===== src/design/bss_regs.vh =====
// register offsets, field positions and reset values of the status block
`ifndef BSS_REGS_VH
`define BSS_REGS_VH

// apb address width and byte offsets
`define BSS_ADDR_W 8
`define BSS_OFF_SEC_STATUS 8'h1C
`define BSS_OFF_BRIDGE_CTRL 8'h3C
`define BSS_OFF_MODE_CFG 8'h40

// secondary status field positions
`define BSS_BIT_66MHZ 21
`define BSS_BIT_FBB 23
`define BSS_BIT_MDPE 24
`define BSS_BIT_TSEL_LO 25
`define BSS_BIT_TSEL_HI 26
`define BSS_BIT_STA 27
`define BSS_BIT_RTA 28
`define BSS_BIT_RMA 29
`define BSS_BIT_RSE 30
`define BSS_BIT_DPE 31

// number of sticky error flags and their index
`define BSS_NFLAGS 6
`define BSS_FLG_MDPE 0
`define BSS_FLG_STA 1
`define BSS_FLG_RTA 2
`define BSS_FLG_RMA 3
`define BSS_FLG_RSE 4
`define BSS_FLG_DPE 5

// fixed field values
`define BSS_TSEL_FWD 2'h1
`define BSS_TSEL_REV 2'h0

// bridge control field
`define BSS_BIT_PERR_EN 16

// mode configuration fields
`define BSS_BIT_REVERSE 0
`define BSS_BIT_SEC_PCIX 1

// reset values
`define BSS_RST_PERR_EN 1'b0
`define BSS_RST_REVERSE 1'b0
`define BSS_RST_SEC_PCIX 1'b0
`define BSS_RST_FLAG 1'b0

`endif


===== src/design/bss_flag.v =====
// one sticky error flag, set by hardware and cleared by software
`default_nettype none
`include "bss_regs.vh"

module bss_flag (
    // clock and reset
    input wire clk,
    input wire rst,
    // set and clear
    input wire set_evt,
    input wire clr,
    // flag state
    output reg flag_r
);

// --------------------------------------------------------------
// next value
// --------------------------------------------------------------
reg flag_nxt;

always @* begin
    flag_nxt = flag_r;
    if (set_evt) begin
        flag_nxt = 1'b1;
    end else if (clr) begin
        flag_nxt = 1'b0;
    end
end

// --------------------------------------------------------------
// storage
// --------------------------------------------------------------
always @(posedge clk or posedge rst) begin
    if (rst) begin
        flag_r <= `BSS_RST_FLAG;
    end else begin
        flag_r <= flag_nxt;
    end
end

endmodule

`default_nettype wire


===== src/design/bss_top.v =====
// secondary status register block of the bridge with apb access
//
// Function
// - bit 21 always reads one, 66 MHz
// - bit 23 one forward in pci mode
// - bit 24 sets only when parity response enabled
// - forward: read, write or split parity sets 24
// - reverse: poisoned completion or write sets 24
// - bits 26:25 read 01 forward, 00 reverse
// - signalled target or completer abort sets 27
// - received target or completer abort sets 28
// - master abort or unsupported request sets 29
// - system error or error message sets 30
// - detected parity (forward) or poisoned tlp (reverse) sets 31
// - parity response enable, bit 16, resets zero
//
// Our own choice: the APB slave port.
`default_nettype none
`include "bss_regs.vh"

module bss_top (
    // clock and reset
    input wire clk,
    input wire rst,
    // apb slave
    input wire psel,
    input wire penable,
    input wire pwrite,
    input wire [`BSS_ADDR_W-1:0] paddr,
    input wire [31:0] pwdata,
    input wire [3:0] pstrb,
    output reg [31:0] prdata_r,
    output reg pready_r,
    output reg pslverr_r,
    // forward mode master data parity events
    input wire fwd_rd_parity_err,
    input wire fwd_wr_data_phase,
    input wire secondary_parity_error_in,
    input wire fwd_split_msg_perr,
    // reverse mode master data parity events
    input wire rev_cpl_poisoned,
    input wire rev_wr_poisoned,
    // signalled abort events
    input wire fwd_target_abort_sig,
    input wire rev_cpl_abort_sent,
    // received abort events
    input wire fwd_target_abort_det,
    input wire rev_cpl_abort_recv,
    // master abort and unsupported request events
    input wire fwd_master_abort,
    input wire rev_ur_recv,
    // system error events
    input wire fwd_sys_err_seen,
    input wire rev_err_msg_recv,
    // detected parity events
    input wire fwd_parity_err,
    input wire rev_poisoned_tlp,
    // configuration seen by the rest of the bridge
    output reg parity_resp_en_r,
    output reg reverse_mode_r,
    output reg sec_pcix_mode_r
);

// --------------------------------------------------------------
// apb decode
// --------------------------------------------------------------
wire setup_phase;
wire access_done;
wire wr_done;
wire hit_status;
wire hit_ctrl;
wire hit_mode;
wire hit_any;

assign setup_phase = psel & ~penable;
assign access_done = psel & penable & pready_r;
assign wr_done = access_done & pwrite;
assign hit_status = (paddr == `BSS_OFF_SEC_STATUS);
assign hit_ctrl = (paddr == `BSS_OFF_BRIDGE_CTRL);
assign hit_mode = (paddr == `BSS_OFF_MODE_CFG);
assign hit_any = hit_status | hit_ctrl | hit_mode;

// --------------------------------------------------------------
// write strobes
// --------------------------------------------------------------
wire wr_status_hi;
wire wr_ctrl_lane2;
wire wr_mode_lane0;

assign wr_status_hi = wr_done & hit_status & pstrb[3];
assign wr_ctrl_lane2 = wr_done & hit_ctrl & pstrb[2];
assign wr_mode_lane0 = wr_done & hit_mode & pstrb[0];

// --------------------------------------------------------------
// control registers
// --------------------------------------------------------------
reg parity_resp_en_nxt;
reg reverse_mode_nxt;
reg sec_pcix_mode_nxt;

always @* begin
    parity_resp_en_nxt = parity_resp_en_r;
    reverse_mode_nxt = reverse_mode_r;
    sec_pcix_mode_nxt = sec_pcix_mode_r;
    if (wr_ctrl_lane2) begin
        parity_resp_en_nxt = pwdata[`BSS_BIT_PERR_EN];
    end
    if (wr_mode_lane0) begin
        reverse_mode_nxt = pwdata[`BSS_BIT_REVERSE];
        sec_pcix_mode_nxt = pwdata[`BSS_BIT_SEC_PCIX];
    end
end

always @(posedge clk or posedge rst) begin
    if (rst) begin
        parity_resp_en_r <= `BSS_RST_PERR_EN;
        reverse_mode_r <= `BSS_RST_REVERSE;
        sec_pcix_mode_r <= `BSS_RST_SEC_PCIX;
    end else begin
        parity_resp_en_r <= parity_resp_en_nxt;
        reverse_mode_r <= reverse_mode_nxt;
        sec_pcix_mode_r <= sec_pcix_mode_nxt;
    end
end

// --------------------------------------------------------------
// event qualification by bridge mode
// --------------------------------------------------------------
wire fwd;
wire fwd_wr_perr;
wire mdpe_fwd_evt;
wire mdpe_rev_evt;
wire mdpe_raw;
wire [`BSS_NFLAGS-1:0] set_vec;

assign fwd = ~reverse_mode_r;
assign fwd_wr_perr = fwd_wr_data_phase & secondary_parity_error_in;
assign mdpe_fwd_evt = fwd_rd_parity_err | fwd_wr_perr |
    fwd_split_msg_perr;
assign mdpe_rev_evt = rev_cpl_poisoned | rev_wr_poisoned;
assign mdpe_raw = fwd ? mdpe_fwd_evt : mdpe_rev_evt;

// master data parity error, gated by the response enable
assign set_vec[`BSS_FLG_MDPE] = mdpe_raw & parity_resp_en_r;

// signalled target abort
assign set_vec[`BSS_FLG_STA] = fwd ? fwd_target_abort_sig :
    rev_cpl_abort_sent;

// received target abort
assign set_vec[`BSS_FLG_RTA] = fwd ? fwd_target_abort_det :
    rev_cpl_abort_recv;

// received master abort
assign set_vec[`BSS_FLG_RMA] = fwd ? fwd_master_abort :
    rev_ur_recv;

// received system error
assign set_vec[`BSS_FLG_RSE] = fwd ? fwd_sys_err_seen :
    rev_err_msg_recv;

// detected parity error, not gated by the response enable
assign set_vec[`BSS_FLG_DPE] = fwd ? fwd_parity_err :
    rev_poisoned_tlp;

// --------------------------------------------------------------
// sticky error flags
// --------------------------------------------------------------
wire [`BSS_NFLAGS-1:0] clr_vec;
wire [`BSS_NFLAGS-1:0] flag_vec;

// write one to clear, zero leaves the flag alone
assign clr_vec[`BSS_FLG_MDPE] = wr_status_hi &
    pwdata[`BSS_BIT_MDPE];
assign clr_vec[`BSS_FLG_STA] = wr_status_hi &
    pwdata[`BSS_BIT_STA];
assign clr_vec[`BSS_FLG_RTA] = wr_status_hi &
    pwdata[`BSS_BIT_RTA];
assign clr_vec[`BSS_FLG_RMA] = wr_status_hi &
    pwdata[`BSS_BIT_RMA];
assign clr_vec[`BSS_FLG_RSE] = wr_status_hi &
    pwdata[`BSS_BIT_RSE];
assign clr_vec[`BSS_FLG_DPE] = wr_status_hi &
    pwdata[`BSS_BIT_DPE];

// --------------------------------------------------------------
// one flag instance per sticky error bit
// --------------------------------------------------------------
// master data parity error, bit 24
bss_flag u_flag_mdpe (
    .clk(clk),
    .rst(rst),
    .set_evt(set_vec[`BSS_FLG_MDPE]),
    .clr(clr_vec[`BSS_FLG_MDPE]),
    .flag_r(flag_vec[`BSS_FLG_MDPE])
);

// signalled target abort, bit 27
bss_flag u_flag_sta (
    .clk(clk),
    .rst(rst),
    .set_evt(set_vec[`BSS_FLG_STA]),
    .clr(clr_vec[`BSS_FLG_STA]),
    .flag_r(flag_vec[`BSS_FLG_STA])
);

// received target abort, bit 28
bss_flag u_flag_rta (
    .clk(clk),
    .rst(rst),
    .set_evt(set_vec[`BSS_FLG_RTA]),
    .clr(clr_vec[`BSS_FLG_RTA]),
    .flag_r(flag_vec[`BSS_FLG_RTA])
);

// received master abort, bit 29
bss_flag u_flag_rma (
    .clk(clk),
    .rst(rst),
    .set_evt(set_vec[`BSS_FLG_RMA]),
    .clr(clr_vec[`BSS_FLG_RMA]),
    .flag_r(flag_vec[`BSS_FLG_RMA])
);

// received system error, bit 30
bss_flag u_flag_rse (
    .clk(clk),
    .rst(rst),
    .set_evt(set_vec[`BSS_FLG_RSE]),
    .clr(clr_vec[`BSS_FLG_RSE]),
    .flag_r(flag_vec[`BSS_FLG_RSE])
);

// detected parity error, bit 31
bss_flag u_flag_dpe (
    .clk(clk),
    .rst(rst),
    .set_evt(set_vec[`BSS_FLG_DPE]),
    .clr(clr_vec[`BSS_FLG_DPE]),
    .flag_r(flag_vec[`BSS_FLG_DPE])
);

// --------------------------------------------------------------
// fixed capability fields
// --------------------------------------------------------------
wire cap_66mhz;
wire cap_fbb;
wire [1:0] tsel_timing;

assign cap_66mhz = 1'b1;
assign cap_fbb = fwd & ~sec_pcix_mode_r;
assign tsel_timing = fwd ? `BSS_TSEL_FWD : `BSS_TSEL_REV;

// --------------------------------------------------------------
// read data assembly
// --------------------------------------------------------------
reg [31:0] status_word;
reg [31:0] ctrl_word;
reg [31:0] mode_word;
reg [31:0] rd_mux;

always @* begin
    status_word = 32'h00000000;
    status_word[`BSS_BIT_66MHZ] = cap_66mhz;
    status_word[`BSS_BIT_FBB] = cap_fbb;
    status_word[`BSS_BIT_MDPE] = flag_vec[`BSS_FLG_MDPE];
    status_word[`BSS_BIT_TSEL_HI:`BSS_BIT_TSEL_LO] = tsel_timing;
    status_word[`BSS_BIT_STA] = flag_vec[`BSS_FLG_STA];
    status_word[`BSS_BIT_RTA] = flag_vec[`BSS_FLG_RTA];
    status_word[`BSS_BIT_RMA] = flag_vec[`BSS_FLG_RMA];
    status_word[`BSS_BIT_RSE] = flag_vec[`BSS_FLG_RSE];
    status_word[`BSS_BIT_DPE] = flag_vec[`BSS_FLG_DPE];
end

always @* begin
    ctrl_word = 32'h00000000;
    ctrl_word[`BSS_BIT_PERR_EN] = parity_resp_en_r;
end

always @* begin
    mode_word = 32'h00000000;
    mode_word[`BSS_BIT_REVERSE] = reverse_mode_r;
    mode_word[`BSS_BIT_SEC_PCIX] = sec_pcix_mode_r;
end

always @* begin
    rd_mux = 32'h00000000;
    case (paddr)
        `BSS_OFF_SEC_STATUS: begin
            rd_mux = status_word;
        end
        `BSS_OFF_BRIDGE_CTRL: begin
            rd_mux = ctrl_word;
        end
        `BSS_OFF_MODE_CFG: begin
            rd_mux = mode_word;
        end
        default: begin
            rd_mux = 32'h00000000;
        end
    endcase
end

// --------------------------------------------------------------
// apb answer: one wait-free access cycle after setup
// --------------------------------------------------------------
reg [31:0] prdata_nxt;
reg pready_nxt;
reg pslverr_nxt;

always @* begin
    prdata_nxt = prdata_r;
    pready_nxt = 1'b0;
    pslverr_nxt = 1'b0;
    if (setup_phase) begin
        pready_nxt = 1'b1;
        pslverr_nxt = ~hit_any;
        if (pwrite) begin
            prdata_nxt = 32'h00000000;
        end else begin
            prdata_nxt = rd_mux;
        end
    end else if (access_done) begin
        prdata_nxt = 32'h00000000;
    end else if (psel & penable) begin
        pready_nxt = pready_r;
        pslverr_nxt = pslverr_r;
    end
end

always @(posedge clk or posedge rst) begin
    if (rst) begin
        prdata_r <= 32'h00000000;
        pready_r <= 1'b0;
        pslverr_r <= 1'b0;
    end else begin
        prdata_r <= prdata_nxt;
        pready_r <= pready_nxt;
        pslverr_r <= pslverr_nxt;
    end
end

endmodule

`default_nettype wire


===== config.mk =====
export PLATFORM = sky130hd
export DESIGN_NAME = bss_top
export DESIGN_NICKNAME = d
export VERILOG_FILES = /design/src/design/bss_flag.v /design/src/design/bss_top.v
export VERILOG_INCLUDE_DIRS = /design/src /design/src/design
export SDC_FILE = /design/constraint.sdc
export NUM_CORES = 1
export LEC_CHECK = 0
export BUFFER_PORTS_ARGS = -buffer_cell sky130_fd_sc_hd__buf_2
export CELL_PAD_IN_SITES_DETAIL_PLACEMENT = 2
export CELL_PAD_IN_SITES_GLOBAL_PLACEMENT = 2
export CORE_MARGIN = 5
export CORE_UTILIZATION = 18
export CTS_CLUSTER_DIAMETER = 200
export DETAILED_ROUTE_END_ITERATION = 10
export PLACE_DENSITY = 0.76
export RECOVER_POWER = 25
export SETUP_SLACK_MARGIN = 0.4
export SYNTH_ARGS = -nofsm -noshare
export SYNTH_HDL_FRONTEND = slang
export SYNTH_SLANG_ARGS = --single-unit

===== constraint.sdc =====
create_clock -name clk -period 1.5 [get_ports clk]
set_input_delay 0.3 -clock clk [delete_from_list [all_inputs] [get_ports clk]]
set_output_delay 0.3 -clock clk [all_outputs]
set_load 0.005 [all_outputs]

* After elaboration in Yosys (flattened, before gate mapping)
Index checks and enable logic that the tools add are counted.
** Word-level totals
- Output and inout port bits :: 37
- Word-level logic and storage cells :: 78
- Flip-flop bits (word level) :: 43
- Input bits :: 65
** Operators by class
- Eq/ne operators :: 4
- Reductions and logical operators :: 7
- Bitwise gates (word level) :: 28
- Mux-type cells :: 27
** Operators by type and width (count)
- 32-bit two-way mux :: 3
- 32-bit case mux with 3 select lines :: 1
- 1-bit two-way mux :: 23
- 1-bit bitwise AND :: 19
- 2-bit nonzero test :: 7
- 8-bit by 5-bit equality test with 1-bit output, second input constant :: 1
- 8-bit by 6-bit equality test with 1-bit output, second input constant :: 1
- 8-bit by 7-bit equality test with 1-bit output, second input constant :: 1
- 1-bit bitwise OR :: 5
- 1-bit inverter :: 4
- 3-bit != test, second input constant :: 1

* Longest topological paths before layout
- Word-level depth :: 8
- Mapped depth :: 4
- Mapped depth without buffers :: 3

* Hierarchy
From an unflattened synthesis, not the netlist that was laid out.
** Second synthesis, totals
- Cell total of the unflattened synthesis :: 120
- Area, all modules :: 1276.2 sq um
** By module, submodules not included
- bss_top :: sequential area each 425.4 sq um, times used 1, cells each 96, area an instance 1036.0 sq um
- bss_flag :: sequential area each 25.0 sq um, times used 6, cells each 4, area an instance 40.0 sq um

* Least setup slack after synthesis
Ideal clock, no wire load.
- Path kind :: input to register
- Start point :: in paddr[7]
- End point :: reg u_flag_dpe.flag_r
- Data required time :: 1.374 ns
- Arrival :: 1.611 ns
- Buffers on the path :: 1
- Setup slack :: -0.237 ns
- Stages :: 4
- Path through :: or3_4 > buf_6 > or4_4 > a221o_1
** Between the ends
- Word-level cells in the longest chain between the ends :: 5
** RTL lines
- from (decl) :: RTL line bss_top.v:29 : input wire [`BSS_ADDR_W-1:0] paddr,
- 8-bit by 5-bit equality test with 1-bit output
- 1-bit bitwise AND (2 in a row) :: RTL line bss_top.v:90 : assign wr_status_hi = wr_done & hit_status & pstrb[3];
- 1-bit bitwise AND :: RTL line bss_top.v:183 : assign clr_vec[`BSS_FLG_DPE] = wr_status_hi &
- 2-bit nonzero test (no line)
- to (signal assigned) :: RTL line bss_flag.v:35 : flag_r <= `BSS_RST_FLAG;
- to (signal assigned) :: RTL line bss_flag.v:37 : flag_r <= flag_nxt;
- to (decl) :: RTL line bss_flag.v:13 : output reg flag_r
No other way between the ends.
A chain may end at the register's enable or synchronous reset.

* Worst setup path in the final report
- Start point :: reg pready_r
- End point :: reg sec_pcix_mode_r
** Between the ends
- Word-level cells in the longest chain between the ends :: 4
** RTL lines
- from (decl) :: RTL line bss_top.v:33 : output reg pready_r,
- from (signal assigned) :: RTL line bss_top.v:338 : pready_r <= pready_nxt;
- 1-bit bitwise AND :: RTL line bss_top.v:76 : assign access_done = psel & penable & pready_r;
- 1-bit bitwise AND :: RTL line bss_top.v:77 : assign wr_done = access_done & pwrite;
- 1-bit bitwise AND (2 in a row) :: RTL line bss_top.v:92 : assign wr_mode_lane0 = wr_done & hit_mode & pstrb[0];
- to (signal assigned) :: RTL line bss_top.v:118 : sec_pcix_mode_r <= `BSS_RST_SEC_PCIX;
- to (signal assigned) :: RTL line bss_top.v:122 : sec_pcix_mode_r <= sec_pcix_mode_nxt;
- to (decl) :: RTL line bss_top.v:61 : output reg sec_pcix_mode_r
No other way between the ends.

==> summary.md <==
| Metric | Value |
|---|---|
| Pwr dens | `608 mW/mm^2` |
| Synth Register Bits | `23` |
| Full die area | `0.00856 sq mm` |
| WS Path Type | `flip-flop to flip-flop` |
| Core box area | `0.00672 sq mm` |
| Total Wirelength | `4580 um` |
| Clock Path Buffers | `2` |
| Sequential area share after synthesis | `0.470` |
| Crit path required time | `1650 ps` |
| Clock root cell | `clkbuf_8` |
| Setup-failing EPs final | `7` |
| Layout Cells excl Fill | `289` |
| Final Hold Fails | `0` |
| YS warnings | `0` |
| F_max | `655 MHz` |
| Worst reg2reg endpoint | `sec_pcix_mode_r` |
| CTS sink cnt | `23` |
| Synth Cell Area | `0.00122 sq mm` |
| Worst setup SP type | `flip-flop` |
| Max Clock Skew | `2.33 ps` |
| Fill count | `762` |
| Fraction of registers with async set/reset | `1.00` |
| NumNets Final | `275` |
| Worst vdd ir | `0.228 mV` |
| Worst R2R Start | `pready_r` |
| DP Cell Count | `265` |
| Slew @ Worst Pin | `583 ps` |
| Synth-to-Final Area Change | `60.0%` |
| Power Total | `1.19 mW` |
| CP arrival | `1670 ps` |
| Worst Setup End Kind | `flip-flop` |
| Via Count | `1,221` |
| Yosys cell types | `32` |
| Syn_area_per_cell | `10.7 sq um` |
| Cell Area, Placed | `0.00167 sq mm` |
| Worst r2r path cells | `4` |
| Placer Congestion | `0.698` |
| 1st-iter DRT viols | `19` |
| Hold Buf Count CTS | `0` |
| Initial antenna violation count | `0` |
| Post-route ant nets | `0` |
| # IOs | `102` |
| R2r setup slk | `-30 ps` |
| H-tree depth | `1` |
| Antenna Cells | `0` |
| Chip Height | `92.5 um` |
| Vias per cell | `4.22` |
| First-pass GRT wire length | `7000 um` |
| Synth Flop Type | `dfrtp_1` |
| Class of the worst hold path | `primary input to async pin` |
| Dpl ws | `-280 ps` |
| Max transition margin | `0.611` |
| Cells after Synth | `114` |
| DR WL/cell | `15.8 um` |
| Sequential Area | `577 sq um` |
| Buffers on Ports | `57` |
| CTS Buf Count | `3` |
| Clk Latency, worst-skew pair | `260 ps` |
| CTS tree | `yes` |
| Final period utilization | `1.02` |
| Layout cells sized above 1 | `0.541` |
| Number of global-route vias before repair | `1,372` |
| Leak | `1.09 nW` |
| Die W | `92.5 um` |
| Failing checks | `negative setup slack` |
| Final Max Slew Viols | `0` |
| RSZ-0062 raised after global routing | `true` |
| Post-route cell area | `0.00196 sq mm` |
| Tot GR Track Use | `0.104` |
| Setup tns final | `-77.3 ps` |
| Residual DRC count | `0` |
| Largest net degree at the start of global routing | `24` |
| Critical Path Fanout Max | `3` |
| Worst-path clk slew | `80 ps` |
| Detailed Place HPWL | `3500 um` |
| Final WS setup | `-25.9 ps` |
| Pre-antenna DRT Iters | `4` |
| Outcome | `finished, violations left` |
| Row cnt | `30` |
| Post-synth EDFFs | `0` |
| Clock period minus worst slack | `1530 ps` |
| Initial Util | `0.182` |
| GRT overflow | `0` |
| Multi-input gate area | `587 sq um` |
| Max-Cap Viols | `0` |
[cell usage in the layout, fill, tap and decap left out, types with 2 or more instances in the layout]
master | synthesis | final
a221o_1 | 5 | 5
dfrtp_1 | 23 | 22
clkbuf_8 | 0 | 3
o21ai_0 | 6 | 5
a32o_1 | 2 | 2
buf_4 | 20 | 32
mux2_4 | 0 | 2
o31ai_1 | 2 | 2
buf_6 | 1 | 6
conb_1 | 1 | 20
nand4b_1 | 2 | 2
buf_2 | 0 | 55
inv_1 | 11 | 11
a22o_1 | 9 | 9
nor2_1 | 2 | 2
nand2_1 | 7 | 7
or4_4 | 1 | 2
[kinds of logic after synthesis]
| kind of cell | count (synthesis) | synth area share |
|---|---|---|
| other | 1 | 0.00306 |
| AND/OR/NAND/NOR | 24 | 0.134 |
| multiplexers | 3 | 0.0276 |
| buffers and inverters | 34 | 0.172 |
| flip-flops | 23 | 0.470 |
| AO/OA/AOI/OAI | 29 | 0.194 |
[sequential cells by signal (all words and copies together) (netlist names)]
name                flops
reverse_mode_r          1
prdata_r               12
sec_pcix_mode_r         1
u_flag_rse.flag_r       1
u_flag_mdpe.flag_r      1
pslverr_r               1
u_flag_rta.flag_r       1
u_flag_sta.flag_r       1
u_flag_dpe.flag_r       1
u_flag_rma.flag_r       1
pready_r                1
parity_resp_en_r        1
[layout make-up]
cell class,instances,share of cell area
sequential,23,0.294
clock buffer,3,0.0211
multi-input combinational,76,0.299
clock inverter,1,0.00255
inverter,11,0.0211
timing repair buffer,95,0.310
tap,80,0.0511
[what timing repair did]
action                     CTS  global route
hold endpoints to repair     0             0
resized for setup           13             4
cloned                       1             0
pin swaps                    5             4
setup endpoints to repair   29            39
setup buffers                8            11
[cells in the mapped netlist (all sizes together) (2+ instances only)]
| library cell | n | area (sq um) |
|---|---|---|
| clkbuf | 2 | 7.51 |
| a22o | 9 | 78.8 |
| buf | 21 | 161 |
| or4 | 2 | 20.0 |
| nand4b | 2 | 17.5 |
| nor4 | 2 | 12.5 |
| inv | 11 | 41.3 |
| nor2 | 2 | 7.51 |
| o31ai | 2 | 15.0 |
| a32o | 2 | 20.0 |
| dfrtp | 23 | 576 |
| mux2 | 3 | 33.8 |
| a221o | 5 | 50.1 |
| nand2 | 7 | 26.3 |
| o21ai | 6 | 30.0 |
[worst max-delay path: stages, from the launching register on]
cell and delay [ps]:
dfrtp_1 370, nand4_1 190, buf_6 190, nor4_4 340
mux2_4 330
[power breakdown]
group,switching [mW],internal [mW],total [mW]
registers,0.00224,0.623,0.625
clock network,0.196,0.185,0.381
logic,0.0919,0.0923,0.184
total,0.290,0.901,1.19
[how the worst max path moves through the flow]
stage	start	slack, ps	end
after detailed placement	paddr[3]	-280	reverse_mode_r
after CTS	paddr[7]	-10	u_flag_rma.flag_r
after floorplan	paddr[7]	-140	u_flag_dpe.flag_r
after global placement	paddr[3]	-270	sec_pcix_mode_r
final	pready_r	-30	sec_pcix_mode_r
after global routing	pready_r	-90	sec_pcix_mode_r
[stage by stage]
step	util	hold WS, ps
2_1_floorplan	-	302
3_3_place_gp	0.249	358
3_5_place_dp	0.249	371
4_1_cts	0.274	75.7
5_1_grt	0.292	233
6_report	0.292	172
[layer usage]
metal | vias to the layer above | GRT usage | part of all wire
met1 | 610 | 0.120 | 0.41
met5 | - | 0 | 0
met2 | 42 | 0.199 | 0.53
met4 | 0 | 0.0260 | 0.0079
li1 | 567 | - | -
met3 | 2 | 0.0154 | 0.052
(Power assumes the default switching activity.)
